[config.mk]
export PLATFORM = sky130hd
export DESIGN_NAME = tsc_timer
export DESIGN_NICKNAME = d
export VERILOG_FILES = /design/src/tsc_pkg.sv /design/src/tsc_ctl_if.sv /design/src/tsc_count_core.sv /design/src/tsc_pin_drive.sv /design/src/tsc_timer.sv
export SDC_FILE = /design/constraint.sdc
export NUM_CORES = 1
export LEC_CHECK = 0
export BUFFER_PORTS_ARGS = -buffer_cell sky130_fd_sc_hd__buf_2
export CAP_MARGIN = 5
export CORE_UTILIZATION = 50
export CTS_CLUSTER_SIZE = 8
export DETAILED_ROUTE_END_ITERATION = 7
export PLACE_DENSITY = 0.73
export SETUP_SLACK_MARGIN = 0.2
export SYNTH_ARGS = -nofsm -noshare
export SYNTH_HDL_FRONTEND = slang
export SYNTH_HIERARCHICAL = 1
export SYNTH_SLANG_ARGS = --single-unit
[constraint.sdc]
create_clock -name ref_clk -period 5.8 [get_ports ref_clk]
set_clock_uncertainty 0.2 [all_clocks]
set_input_delay 1.16 -clock ref_clk [delete_from_list [all_inputs] [get_ports ref_clk]]
set_output_delay 1.16 -clock ref_clk [all_outputs]
set_load 0.1 [all_outputs]
[src/tsc_pkg.sv]
// Constants, types and helpers shared by the timer blocks
package tsc_pkg;

	// Register byte offsets
	localparam logic [4:0] TSC_OFF_CNT_LO  = 5'h00;
	localparam logic [4:0] TSC_OFF_CNT_HI  = 5'h04;
	localparam logic [4:0] TSC_OFF_CMPA_LO = 5'h08;
	localparam logic [4:0] TSC_OFF_CMPA_HI = 5'h0c;
	localparam logic [4:0] TSC_OFF_CTRL0   = 5'h10;
	localparam logic [4:0] TSC_OFF_CTRL1   = 5'h14;
	localparam logic [4:0] TSC_OFF_STAT    = 5'h18;

	// Field positions
	localparam int TSC_PAUSE_BIT = 7;
	localparam int TSC_ON_BIT    = 3;
	localparam int TSC_MODE_LSB  = 6;
	localparam int TSC_ACT_LSB   = 4;
	localparam int TSC_INIT_BIT  = 3;
	localparam int TSC_INV_BIT   = 2;
	localparam int TSC_SWAP_BIT  = 1;
	localparam int TSC_CLR_BIT   = 0;
	localparam int TSC_FLAGA_BIT = 0;
	localparam int TSC_FLAGP_BIT = 1;

	// Reset values
	localparam logic [7:0] TSC_CTRL_RST = 8'h00;
	localparam logic [9:0] TSC_CMPA_RST = 10'h000;

	// Bus responses
	localparam logic [1:0] TSC_RESP_OKAY   = 2'b00;
	localparam logic [1:0] TSC_RESP_SLVERR = 2'b10;

	// Timing counts in timer clocks
	localparam logic [10:0] TSC_STEP_TICKS = 11'h080;
	localparam logic [10:0] TSC_FULL_TICKS = 11'h400;

	// Pin action codes
	localparam logic [1:0] TSC_ACT_LOW  = 2'b01;
	localparam logic [1:0] TSC_ACT_HIGH = 2'b10;
	localparam logic [1:0] TSC_ACT_TOG  = 2'b11;
	localparam logic [1:0] TSC_ACT_OFF  = 2'b00;
	localparam logic [1:0] TSC_ACT_ON   = 2'b01;

	typedef enum logic [1:0] {
		TSC_MODE_CMP = 2'b00,
		TSC_MODE_CAP = 2'b01,
		TSC_MODE_PWM = 2'b10,
		TSC_MODE_TMR = 2'b11
	} tsc_mode_t;

	// Ticks of one period for a 3-bit period code
	function automatic logic [10:0] tscCodeTicks(input logic [2:0] code);
		tscCodeTicks = (code == 3'h0) ? TSC_FULL_TICKS
			: 11'(11'(code) * TSC_STEP_TICKS);
	endfunction

endpackage

[src/tsc_ctl_if.sv]
// Control and event bundle between register file, counter and pin
`timescale 1ns/10ps
interface tsc_ctl_if;
	import tsc_pkg::*;
	tsc_mode_t  mode;
	logic       clrSel;
	logic       swap;
	logic       counterOn;
	logic       pause;
	logic       initLevel;
	logic       invert;
	logic [1:0] action;
	logic [2:0] periodCode;
	logic [9:0] cmpA;
	logic [9:0] cnt;
	logic       hitA;
	logic       hitP;
	logic       onRise;
	logic       pwmAct;

	modport regs (output mode, clrSel, swap, counterOn, pause, initLevel,
		invert, action, periodCode, cmpA,
		input cnt, hitA, hitP, onRise, pwmAct);
	modport core (input mode, clrSel, swap, counterOn, pause, periodCode,
		cmpA, output cnt, hitA, hitP, onRise, pwmAct);
	modport pin (input mode, action, initLevel, invert, onRise, hitA,
		pwmAct);
endinterface

[src/tsc_count_core.sv]
// 10-bit counter with compare-A and period comparators
`timescale 1ns/10ps
module tsc_count_core
	import tsc_pkg::*;
(
	input  wire logic ref_clk,
	input  wire logic rst_n,
	tsc_ctl_if.core   ctl
);
	typedef struct packed {
		logic [9:0] cnt;
		logic       onPrev;
		logic       hitA;
		logic       hitP;
		logic       onRise;
		logic       pwmAct;
	} tsc_core_t;

	tsc_core_t s_r;
	tsc_core_t s_nxt;

	always_comb begin
		logic [10:0] inc;
		logic        pHit;
		logic        aHit;
		logic        isPwm;
		logic        clrByA;
		logic [10:0] duty;
		logic [10:0] period;
		s_nxt = s_r;
		inc = {1'b0, s_r.cnt} + 11'h001;
		// Period match: next count's top three bits equal the code, low seven bits zero
		pHit = (ctl.periodCode == 3'h0) ? inc[10]
			: (inc[9:7] == ctl.periodCode && inc[6:0] == 7'h00);
		aHit = (s_r.cnt == ctl.cmpA);
		isPwm = (ctl.mode == TSC_MODE_PWM);
		clrByA = isPwm ? ctl.swap : ctl.clrSel;
		s_nxt.onPrev = ctl.counterOn;
		s_nxt.onRise = ctl.counterOn && !s_r.onPrev;
		s_nxt.hitA = 1'b0;
		s_nxt.hitP = 1'b0;
		if (ctl.counterOn && !s_r.onPrev) begin
			s_nxt.cnt = 10'h000;
		end else if (ctl.counterOn && !ctl.pause) begin
			s_nxt.hitA = aHit;
			s_nxt.hitP = pHit && (isPwm || !ctl.clrSel);
			s_nxt.cnt = (clrByA ? aHit : pHit) ? 10'h000
				: inc[9:0];
		end
		// Roles of the two comparators in PWM
		duty = ctl.swap ? tscCodeTicks(ctl.periodCode)
			: {1'b0, ctl.cmpA};
		period = ctl.swap ? 11'({1'b0, ctl.cmpA} + 11'h001)
			: tscCodeTicks(ctl.periodCode);
		s_nxt.pwmAct = (duty >= period)
			|| ({1'b0, s_nxt.cnt} < duty);
	end

	always_ff @(posedge ref_clk or negedge rst_n) begin
		if (!rst_n) begin
			s_r <= '0;
		end else begin
			s_r <= s_nxt;
		end
	end

	assign ctl.cnt    = s_r.cnt;
	assign ctl.hitA   = s_r.hitA;
	assign ctl.hitP   = s_r.hitP;
	assign ctl.onRise = s_r.onRise;
	assign ctl.pwmAct = s_r.pwmAct;
endmodule

[src/tsc_pin_drive.sv]
// Output pin level and enable for compare and PWM modes
`timescale 1ns/10ps
module tsc_pin_drive
	import tsc_pkg::*;
(
	input  wire logic ref_clk,
	input  wire logic rst_n,
	tsc_ctl_if.pin    ctl,
	output logic      pinOut,
	output logic      pinOe
);
	typedef struct packed {
		logic level;
		logic out;
		logic oe;
	} tsc_pin_t;

	tsc_pin_t s_r;
	tsc_pin_t s_nxt;

	always_comb begin
		s_nxt = s_r;
		unique case (ctl.mode)
			TSC_MODE_CMP: begin
				if (ctl.onRise) begin
					s_nxt.level = ctl.initLevel;
				end else if (ctl.hitA) begin
					unique case (ctl.action)
						TSC_ACT_LOW:  s_nxt.level = 1'b0;
						TSC_ACT_HIGH: s_nxt.level = 1'b1;
						TSC_ACT_TOG:  s_nxt.level = !s_r.level;
						default:      s_nxt.level = s_r.level;
					endcase
				end
			end
			TSC_MODE_PWM: begin
				unique case (ctl.action)
					TSC_ACT_OFF: s_nxt.level = !ctl.initLevel;
					TSC_ACT_ON:  s_nxt.level = ctl.initLevel;
					default: s_nxt.level = ctl.pwmAct ? ctl.initLevel
						: !ctl.initLevel;
				endcase
			end
			TSC_MODE_CAP,
			TSC_MODE_TMR: s_nxt.level = s_r.level;
		endcase
		s_nxt.out = s_nxt.level ^ ctl.invert;
		s_nxt.oe = (ctl.mode == TSC_MODE_CMP)
			|| (ctl.mode == TSC_MODE_PWM);
	end

	always_ff @(posedge ref_clk or negedge rst_n) begin
		if (!rst_n) begin
			s_r <= '0;
		end else begin
			s_r <= s_nxt;
		end
	end

	assign pinOut = s_r.out;
	assign pinOe  = s_r.oe;
endmodule

[src/tsc_timer.sv]
// Timer top: AXI4-Lite register file, counter core and pin driver
//
// Functional notes
// - Count readable: bits 7..0 in one register, bits 9..8 in another.
// - Upper six bits of both high registers read zero.
// - Compare-A is 10-bit read/write, low and high parts, reset zero.
// - Mode 00 compare output, 11 timer/counter, 10 PWM.
// - Compare mode, clear-select low: clear on period match; both flags.
// - Clear-select high: clear on compare-A match; no period flag.
// - Compare mode: only compare-A matches move the pin.
// - Compare-A match drives pin high, low, toggles, or leaves it.
// - Counter-on rising edge loads the pin with its initial level.
// - Timer/counter mode counts like compare mode, pin not driven.
// - PWM ignores clear-select; one comparator sets period.
// - Swap zero: period comparator gives period, compare-A duty.
// - Period is code times 128 clocks; code zero gives 1024.
// - PWM sets separate flags for compare-A and period matches.
// - PWM: initial level picks polarity; action enables or forces pin.
// - Invert bit inverts the waveform on the pin.
// - Duty at or above period holds the active level.
// - Period code compares with the top three bits of the next count; low seven bits must be zero.
// - Counter-on rise clears count; clearing it keeps count.
// - Pause holds the count; release resumes from it.
`timescale 1ns/10ps
module tsc_timer
	import tsc_pkg::*;
(
	input  wire logic        ref_clk,
	input  wire logic        rst_n,
	input  wire logic [4:0]  s_axi_awaddr,
	input  wire logic        s_axi_awvalid,
	output logic             s_axi_awready,
	input  wire logic [31:0] s_axi_wdata,
	input  wire logic [3:0]  s_axi_wstrb,
	input  wire logic        s_axi_wvalid,
	output logic             s_axi_wready,
	output logic [1:0]       s_axi_bresp,
	output logic             s_axi_bvalid,
	input  wire logic        s_axi_bready,
	input  wire logic [4:0]  s_axi_araddr,
	input  wire logic        s_axi_arvalid,
	output logic             s_axi_arready,
	output logic [31:0]      s_axi_rdata,
	output logic [1:0]       s_axi_rresp,
	output logic             s_axi_rvalid,
	input  wire logic        s_axi_rready,
	output logic             pinOut,
	output logic             pinOe
);
	typedef struct packed {
		logic       awRdy;
		logic       awGot;
		logic [4:0] awAddr;
		logic       wRdy;
		logic       wGot;
		logic [7:0] wByte;
		logic       wEn;
		logic       bvalid;
		logic [1:0] bresp;
		logic       arRdy;
		logic       rvalid;
		logic [7:0] rdata;
		logic [1:0] rresp;
		logic [9:0] cmpA;
		logic [7:0] ctrl0;
		logic [7:0] ctrl1;
		logic       flagA;
		logic       flagP;
	} tsc_top_t;

	tsc_top_t s_r;
	tsc_top_t s_nxt;

	tsc_ctl_if ctl ();

	function automatic logic isMapped(input logic [4:0] addr);
		isMapped = (addr == TSC_OFF_CNT_LO) || (addr == TSC_OFF_CNT_HI)
			|| (addr == TSC_OFF_CMPA_LO) || (addr == TSC_OFF_CMPA_HI)
			|| (addr == TSC_OFF_CTRL0) || (addr == TSC_OFF_CTRL1)
			|| (addr == TSC_OFF_STAT);
	endfunction

	always_comb begin
		s_nxt = s_r;
		// Address and data are taken independently
		if (s_axi_awvalid && s_r.awRdy) begin
			s_nxt.awGot = 1'b1;
			s_nxt.awAddr = s_axi_awaddr;
		end
		if (s_axi_wvalid && s_r.wRdy) begin
			s_nxt.wGot = 1'b1;
			s_nxt.wByte = s_axi_wdata[7:0];
			s_nxt.wEn = s_axi_wstrb[0];
		end
		if (s_r.bvalid && s_axi_bready) begin
			s_nxt.bvalid = 1'b0;
		end
		// Commit once both halves are held
		if (s_r.awGot && s_r.wGot) begin
			s_nxt.awGot = 1'b0;
			s_nxt.wGot = 1'b0;
			s_nxt.bvalid = 1'b1;
			s_nxt.bresp = isMapped(s_r.awAddr) ? TSC_RESP_OKAY
				: TSC_RESP_SLVERR;
			if (s_r.wEn) begin
				unique case (s_r.awAddr)
					TSC_OFF_CMPA_LO: s_nxt.cmpA[7:0] = s_r.wByte;
					TSC_OFF_CMPA_HI: s_nxt.cmpA[9:8] = s_r.wByte[1:0];
					TSC_OFF_CTRL0: s_nxt.ctrl0 = s_r.wByte;
					TSC_OFF_CTRL1: s_nxt.ctrl1 = s_r.wByte;
					TSC_OFF_STAT: begin
						s_nxt.flagA = s_r.flagA && !s_r.wByte[TSC_FLAGA_BIT];
						s_nxt.flagP = s_r.flagP && !s_r.wByte[TSC_FLAGP_BIT];
					end
					default: s_nxt.cmpA = s_r.cmpA;
				endcase
			end
		end
		// A new match wins over a clear in the same cycle
		if (ctl.hitA) begin
			s_nxt.flagA = 1'b1;
		end
		if (ctl.hitP) begin
			s_nxt.flagP = 1'b1;
		end
		if (s_r.rvalid && s_axi_rready) begin
			s_nxt.rvalid = 1'b0;
		end
		if (s_axi_arvalid && s_r.arRdy) begin
			s_nxt.rvalid = 1'b1;
			s_nxt.rresp = isMapped(s_axi_araddr) ? TSC_RESP_OKAY
				: TSC_RESP_SLVERR;
			unique case (s_axi_araddr)
				TSC_OFF_CNT_LO:  s_nxt.rdata = ctl.cnt[7:0];
				TSC_OFF_CNT_HI:  s_nxt.rdata = {6'h00, ctl.cnt[9:8]};
				TSC_OFF_CMPA_LO: s_nxt.rdata = s_r.cmpA[7:0];
				TSC_OFF_CMPA_HI: s_nxt.rdata = {6'h00, s_r.cmpA[9:8]};
				TSC_OFF_CTRL0:   s_nxt.rdata = s_r.ctrl0;
				TSC_OFF_CTRL1:   s_nxt.rdata = s_r.ctrl1;
				TSC_OFF_STAT:    s_nxt.rdata = {6'h00, s_r.flagP, s_r.flagA};
				default:         s_nxt.rdata = 8'h00;
			endcase
		end
		s_nxt.awRdy = !s_nxt.awGot && !s_nxt.bvalid;
		s_nxt.wRdy = !s_nxt.wGot && !s_nxt.bvalid;
		s_nxt.arRdy = !s_nxt.rvalid;
	end

	always_ff @(posedge ref_clk or negedge rst_n) begin
		if (!rst_n) begin
			s_r <= '0;
			s_r.cmpA <= TSC_CMPA_RST;
			s_r.ctrl0 <= TSC_CTRL_RST;
			s_r.ctrl1 <= TSC_CTRL_RST;
		end else begin
			s_r <= s_nxt;
		end
	end

	// Control fields to the counter and pin logic
	assign ctl.mode = tsc_mode_t'(s_r.ctrl1[TSC_MODE_LSB +: 2]);
	assign ctl.action = s_r.ctrl1[TSC_ACT_LSB +: 2];
	assign ctl.initLevel = s_r.ctrl1[TSC_INIT_BIT];
	assign ctl.invert = s_r.ctrl1[TSC_INV_BIT];
	assign ctl.swap = s_r.ctrl1[TSC_SWAP_BIT];
	assign ctl.clrSel = s_r.ctrl1[TSC_CLR_BIT];
	assign ctl.counterOn = s_r.ctrl0[TSC_ON_BIT];
	assign ctl.pause = s_r.ctrl0[TSC_PAUSE_BIT];
	assign ctl.periodCode = s_r.ctrl0[2:0];
	assign ctl.cmpA = s_r.cmpA;

	tsc_count_core u_core (
		.ref_clk (ref_clk),
		.rst_n   (rst_n),
		.ctl     (ctl)
	);

	tsc_pin_drive u_pin (
		.ref_clk (ref_clk),
		.rst_n   (rst_n),
		.ctl     (ctl),
		.pinOut  (pinOut),
		.pinOe   (pinOe)
	);

	assign s_axi_awready = s_r.awRdy;
	assign s_axi_wready  = s_r.wRdy;
	assign s_axi_bvalid  = s_r.bvalid;
	assign s_axi_bresp   = s_r.bresp;
	assign s_axi_arready = s_r.arRdy;
	assign s_axi_rvalid  = s_r.rvalid;
	assign s_axi_rdata   = {24'h000000, s_r.rdata};
	assign s_axi_rresp   = s_r.rresp;
endmodule

==> results.sh, run 1 <==
export IMPL_worst_pin_slew_ps=1020
export IMPL_grt_pass1_wl_mm=17.4
export IMPL_post_cts_buffers=0
export IMPL_diodes=0
export IMPL_area_delta_synth_final_pct=3.89
export IMPL_h_tree_depth=3
export IMPL_synth_distinct_cells=70
export IMPL_die_w_um=102
export IMPL_synth_edf_count=0
export IMPL_finalWirelength_mm=11.0
export IMPL_clock_sinks=77
export IMPL_cts_resized=0
export IMPL_synth_avg_cell_area_um2=10.0
export IMPL_rows=35
export IMPL_top_level_ports=96
export IMPL_die_h_um=102
export IMPL_dr_total_vias=3788
export IMPL_grt_pass1_vias=3389
export IMPL_ctsHoldBuffers=0
export IMPL_min_path_type="flip-flop to flip-flop"
export IMPL_p_leak_nw=2.41
export IMPL_synthArstFlopShare_pct=100
export IMPL_drive_above_1_share_pct=23.3
export IMPL_yosysTopAreaCell="dfrtp_1"
export IMPL_synth_common_cells="77 x dfrtp_1, 48 x mux2_2, 47 x buf_4, 34 x nand2_1, 27 x nor2_1"
export IMPL_drcViolationCount=0
export IMPL_ir_worst_vdd_mv=0.437
export IMPL_path_max_fanout=12
export IMPL_gr_total_overflow=0
export IMPL_syn_area_um2=4960
export IMPL_cellPowerDensity_nw_per_um2=501
export IMPL_antenna_found_initial=0
export IMPL_nets=576
export IMPL_critPathArrivalTime_ps=4500
export IMPL_cts_buffer_depth=2
export IMPL_rsz0062_at_grt="false"
export IMPL_drv_slew=0
export IMPL_first_iter_violations=253
export IMPL_tns_ps=0
export IMPL_cts_tree="yes"
export IMPL_timing_final_crit_share_pct=76.5
export IMPL_avgRoutedWirePerCell_um=17.2
export IMPL_dp_hpwl_mm=7.81
export IMPL_hold_viol=0
export IMPL_synth_area_leaders="dfrtp_1 39%, mux2_2 11%, buf_4 7.1%"
export IMPL_ys_seq_area_share_pct=38.9
export IMPL_drv_cap=0
export IMPL_core_area_um2=9420
export IMPL_post_route_util_pct=54.7
export IMPL_ys_warn_count=6
export IMPL_ys_flop_type="dfrtp_1"
export IMPL_critPathCaptureType="flip-flop"
export IMPL_start_kind="flip-flop"
export IMPL_clock_latency_ps=360
export IMPL_synth_most_common_cell="dfrtp_1"
export IMPL_setup_viol=0
export IMPL_gp_congestion=0.867
export IMPL_grt_start_max_net_pins=78
export IMPL_status="finished, final reports clean"
export IMPL_min_period_ps=4440
export IMPL_ant_nets=0
export IMPL_synth_top_cell_area_share_pct=38.9
export IMPL_grt_usage_pct=22.4
export IMPL_cts_buffers=9
export IMPL_fill_cells=854
export IMPL_clock_fmax_mhz=225
export IMPL_crit_type="flip-flop to flip-flop"
export IMPL_vias_per_cell=5.93
export IMPL_start_util_pct=52.7
export IMPL_die_area_um2=10300
export IMPL_clkSlewWorstSetupHoldPaths_ps=80
export IMPL_drt_pre_antenna_iters=5
export IMPL_relSlewSlack_pct=31.9
export IMPL_cp_data_required_time_ps=5870
export IMPL_portBuffers=42
export IMPL_netlist_instances=495
export IMPL_ys_ff_latch=77
export IMPL_cts_root_buf="clkbuf_8"
worst max-delay path: stages (launching register included):
cell	delay, ps
dfrtp_1	570
ha_1	350
nand3_1	250
o21ai_0	290
a221oi_2	100
a21boi_1	780
nor2_1	150
o211ai_1	320
ha_1	310
a21o_1	160
a21o_1	180
or3_1	380
o2111a_1	140
o21ai_1	160
where the power goes:
part           total (mW)  switching (mW)  internal (mW)
combinational        1.20           0.735          0.461
clock               0.363           0.206          0.156
sequential           1.02           0.303          0.719
total                2.58            1.24           1.34
per-layer routing:
layer,global-route usage (%),wire (um),up-vias
li1,-,-,1760
met1,30.2,4910,1843
met2,36.3,5220,166
met3,4.90,680,19
met4,6.35,177,0
met5,0,0,-
flip-flops by register name (all words and copies together) (netlist names), 2 cells and up:
| register | cells |
|---|---|
| ctl.action | 2 |
| u_core/ctl.cnt | 10 |
| ctl.cmpA | 10 |
| s_r | 21 |
| ctl.mode | 2 |
| s_axi_rdata | 8 |
| ctl.periodCode | 3 |
layout make-up:
type | count | area [um^2] | area share (%)
Timing Repair Buffer | 42 | 213 | 4.13
Clock inverter | 5 | 36.3 | 0.704
Sequential cell | 77 | 1930 | 37.4
Inverter | 12 | 45.0 | 0.874
Tap cell | 129 | 161 | 3.13
Clock buffer | 11 | 131 | 2.55
Multi-Input combinational cell | 363 | 2640 | 51.2
per-stage QoR:
step	power, mW	area [um^2]	setup slack, ps	std cells	hold slack [ps]
2_1_floorplan	1.95	5050	2150	520	251
3_3_place_gp	2.15	4980	1490	623	266
3_5_place_dp	2.21	4980	1440	623	269
4_1_cts	2.57	5150	1430	639	287
5_1_grt	2.73	5150	1130	639	316
6_report	2.58	5150	1360	639	282
placed cells by master (no fill, tap or decap), types with 4 or more instances in the layout:
| cell type | n |
|---|---|
| a211oi_1 | 4 |
| nor3_1 | 6 |
| o21ai_0 | 18 |
| o22ai_1 | 6 |
| nand3_1 | 16 |
| or3_1 | 4 |
| a31oi_1 | 4 |
| xor2_1 | 14 |
| nand2_1 | 34 |
| a21oi_1 | 11 |
| ha_1 | 18 |
| clkbuf_8 | 9 |
| buf_2 | 41 |
| nor2b_1 | 4 |
| nor4_1 | 6 |
| a22oi_1 | 5 |
| and3_1 | 5 |
| nand4_1 | 5 |
| nor2_1 | 27 |
| conb_1 | 26 |
| a32oi_1 | 5 |
| mux2i_1 | 13 |
| nand4b_1 | 5 |
| nand2b_1 | 9 |
| inv_1 | 11 |
| mux2_2 | 48 |
| dfrtp_1 | 77 |
| o211ai_1 | 8 |
| a21o_1 | 4 |
worst paths after layout:
kind | cells after the start | endpoint | start | slack, ps
setup / recovery | 13 | u_core/ctl.pwmAct | u_core/ctl.cnt[0] | 1360
hold / removal | 2 | s_axi_bresp[1] | s_axi_bresp[1] | 280
setup reg to reg | 13 | u_core/ctl.pwmAct | u_core/ctl.cnt[0] | 1360
hold reg to reg | 2 | s_axi_bresp[1] | s_axi_bresp[1] | 280
max in group asynchronous | 1 | ctl.action[1] | rst_n | 4030
min in group asynchronous | 1 | ctl.cmpA[9] | rst_n | 750
logic make-up after synthesis:
family                     after synthesis  share of synthesized area, %
xor gates and xnor gates                17                          3.00
muxes                                   61                          13.5
AOI/OAI and AO/OA                       92                          13.1
DFF                                     77                          38.9
other                                    1                        0.0756
adders and majority gates               18                          4.54
and+or+nand+nor                        149                          17.0
buffers and inverters                   80                          9.84
No activity file was read; power rests on OpenSTA's default activity.
==> run 2: changes to the inputs <==
clock period = 4.6 ns   (was 5.8 ns; I/O delays follow)
==> results.sh, run 2 (synthesis results as in run 1) <==
export IMPL_regMostFlops="s_r"
export IMPL_cp_data_required_time_ps=4670
export IMPL_rsz0062_at_grt="false"
export IMPL_core_area_um2=9420
export IMPL_final_cell_mix="77 x dfrtp_1, 48 x mux2_2, 41 x buf_2"
export IMPL_fill_cells=804
export IMPL_dr_total_vias=3789
export IMPL_layout_cells_most_common="dfrtp_1"
export IMPL_grtUsageMet3_pct=3.31
export IMPL_finalWirelength_mm=11.1
export IMPL_relSlewSlack_pct=35.7
export IMPL_grt_start_max_net_pins=78
export IMPL_min_path_cells=1
export IMPL_cellPowerDensity_nw_per_um2=646
export IMPL_post_cts_buffers=0
export IMPL_first_iter_violations=243
export IMPL_grt_pass1_wl_mm=17.7
export IMPL_cts_resized=0
export IMPL_critPathArrivalTime_ps=4250
export IMPL_ctsHoldBuffers=0
export IMPL_h_tree_depth=3
export IMPL_crit_type="flip-flop to flip-flop"
export IMPL_start_kind="flip-flop"
export IMPL_clock_sinks=77
export IMPL_path_max_fanout=12
export IMPL_min_period_ps=4180
export IMPL_portBuffers=42
export IMPL_cts_buffer_depth=2
export IMPL_clkSlewWorstSetupHoldPaths_ps=90
export IMPL_drv_cap=0
export IMPL_hold_viol=0
export IMPL_drive_above_1_share_pct=24.6
export IMPL_cts_root_buf="clkbuf_8"
export IMPL_drt_pre_antenna_iters=5
export IMPL_rows=35
export IMPL_dp_hpwl_mm=8.01
export IMPL_hold_end="s_axi_awready"
export IMPL_gr_total_overflow=0
export IMPL_avgRoutedWirePerCell_um=17.2
export IMPL_critPathCaptureType="flip-flop"
export IMPL_status="finished, final reports clean"
export IMPL_holdWs_ps=291
export IMPL_tns_ps=0
export IMPL_die_w_um=102
export IMPL_drcViolationCount=0
export IMPL_worst_pin_slew_ps=964
export IMPL_die_h_um=102
export IMPL_gp_congestion=0.903
export IMPL_dpl_cell_area_um2=5030
export IMPL_finalInstanceArea_um2=5260
export IMPL_r2r_end="u_core/ctl.pwmAct"
export IMPL_ant_nets=0
export IMPL_p_leak_nw=2.48
export IMPL_clock_fmax_mhz=239
export IMPL_area_delta_synth_final_pct=6.01
export IMPL_start_util_pct=52.7
export IMPL_total_power_mw=3.39
export IMPL_grt_busiest_layer="met2"
export IMPL_die_area_um2=10300
export IMPL_setup_viol=0
export IMPL_hold_path_startpoint="s_axi_awready"
export IMPL_r2r_cells=13
export IMPL_largest_reg_flops=21
export IMPL_worstReg2RegStart="u_core/ctl.cnt[1]"
export IMPL_vias_per_cell=5.87
export IMPL_grt_usage_pct=22.7
export IMPL_drv_slew=0
export IMPL_min_path_type="flip-flop to flip-flop"
export IMPL_cts_tree="yes"
export IMPL_nets=582
export IMPL_top_level_ports=96
export IMPL_timing_final_crit_share_pct=90.9
export IMPL_grt_pass1_vias=3465
export IMPL_clock_latency_ps=360
export IMPL_diodes=0
export IMPL_antenna_found_initial=0
export IMPL_use_met2_pct=36.7
export IMPL_ir_worst_vdd_mv=0.496
export IMPL_use_met1_pct=30.9
export IMPL_ff2ff_setup_slack_ps=420
export IMPL_cts_buffers=9
-- run 2: changes by cell type in the layout (fill, tap and decap cells not counted), sizes merged --
cell / change
buf: +6
bufinv: +2
clkbuf: -2
inv: +2
clkinv: -1
clkinvlp: -1
-- run 2: layout make-up --
type	count	area (um^2)	area share (%)
Timing Repair Buffer	48	258	4.90
Multi-Input combinational cell	363	2640	50.2
Inverter	12	45.0	0.857
Tap cell	129	161	3.07
Clock buffer	9	124	2.36
Sequential cell	77	1930	36.7
Clock inverter	7	104	1.98
-- run 2: worst max path at each step --
| stage | to | startpoint |
|---|---|---|
| 6_report | u_core/ctl.pwmAct | u_core/ctl.cnt[1] |
| 5_1_grt | u_core/ctl.pwmAct | u_core/ctl.cnt[1] |
| 4_1_cts | u_core/ctl.pwmAct | u_core/ctl.cnt[1] |
| 3_5_place_dp | u_core/ctl.pwmAct | u_core/ctl.cnt[1] |
| 3_3_place_gp | u_core/ctl.pwmAct | u_core/ctl.cnt[1] |
| 2_1_floorplan | u_core/ctl.pwmAct | u_core/ctl.cnt[1] |
-- run 2: layer usage --
layer  up-vias  part of all wire (%)
li1       1767                     -
met1      1838                    45
met2       163                    47
met3        21                   5.7
met4         0                   1.9
met5         -                     0
-- run 2: worst max-delay path: stages, from the launching register on --
cell and delay [ps]:
dfrtp_1 530, ha_1 350, nand3_1 220, or4_4 600, and2_4 180, a31o_2 290
nor2_1 180, o211ai_1 190, ha_1 370, a21o_1 170, a21o_1 180, or3_1 370
o2111a_1 140, o21ai_1 140
-- run 2: power by group --
| part | internal (mW) | total, mW | switching [mW] |
|---|---|---|---|
| clock network | 0.313 | 0.592 | 0.278 |
| logic | 0.604 | 1.55 | 0.949 |
| registers | 0.907 | 1.25 | 0.341 |
-- run 2: metrics by stage --
stage	utilization [%]	instances	worst slack, ps
floorplan	-	520	948
global placement	53.4	629	512
detailed placement	53.4	629	492
CTS	55.8	645	464
global route	55.8	645	215
finish	55.8	645	419
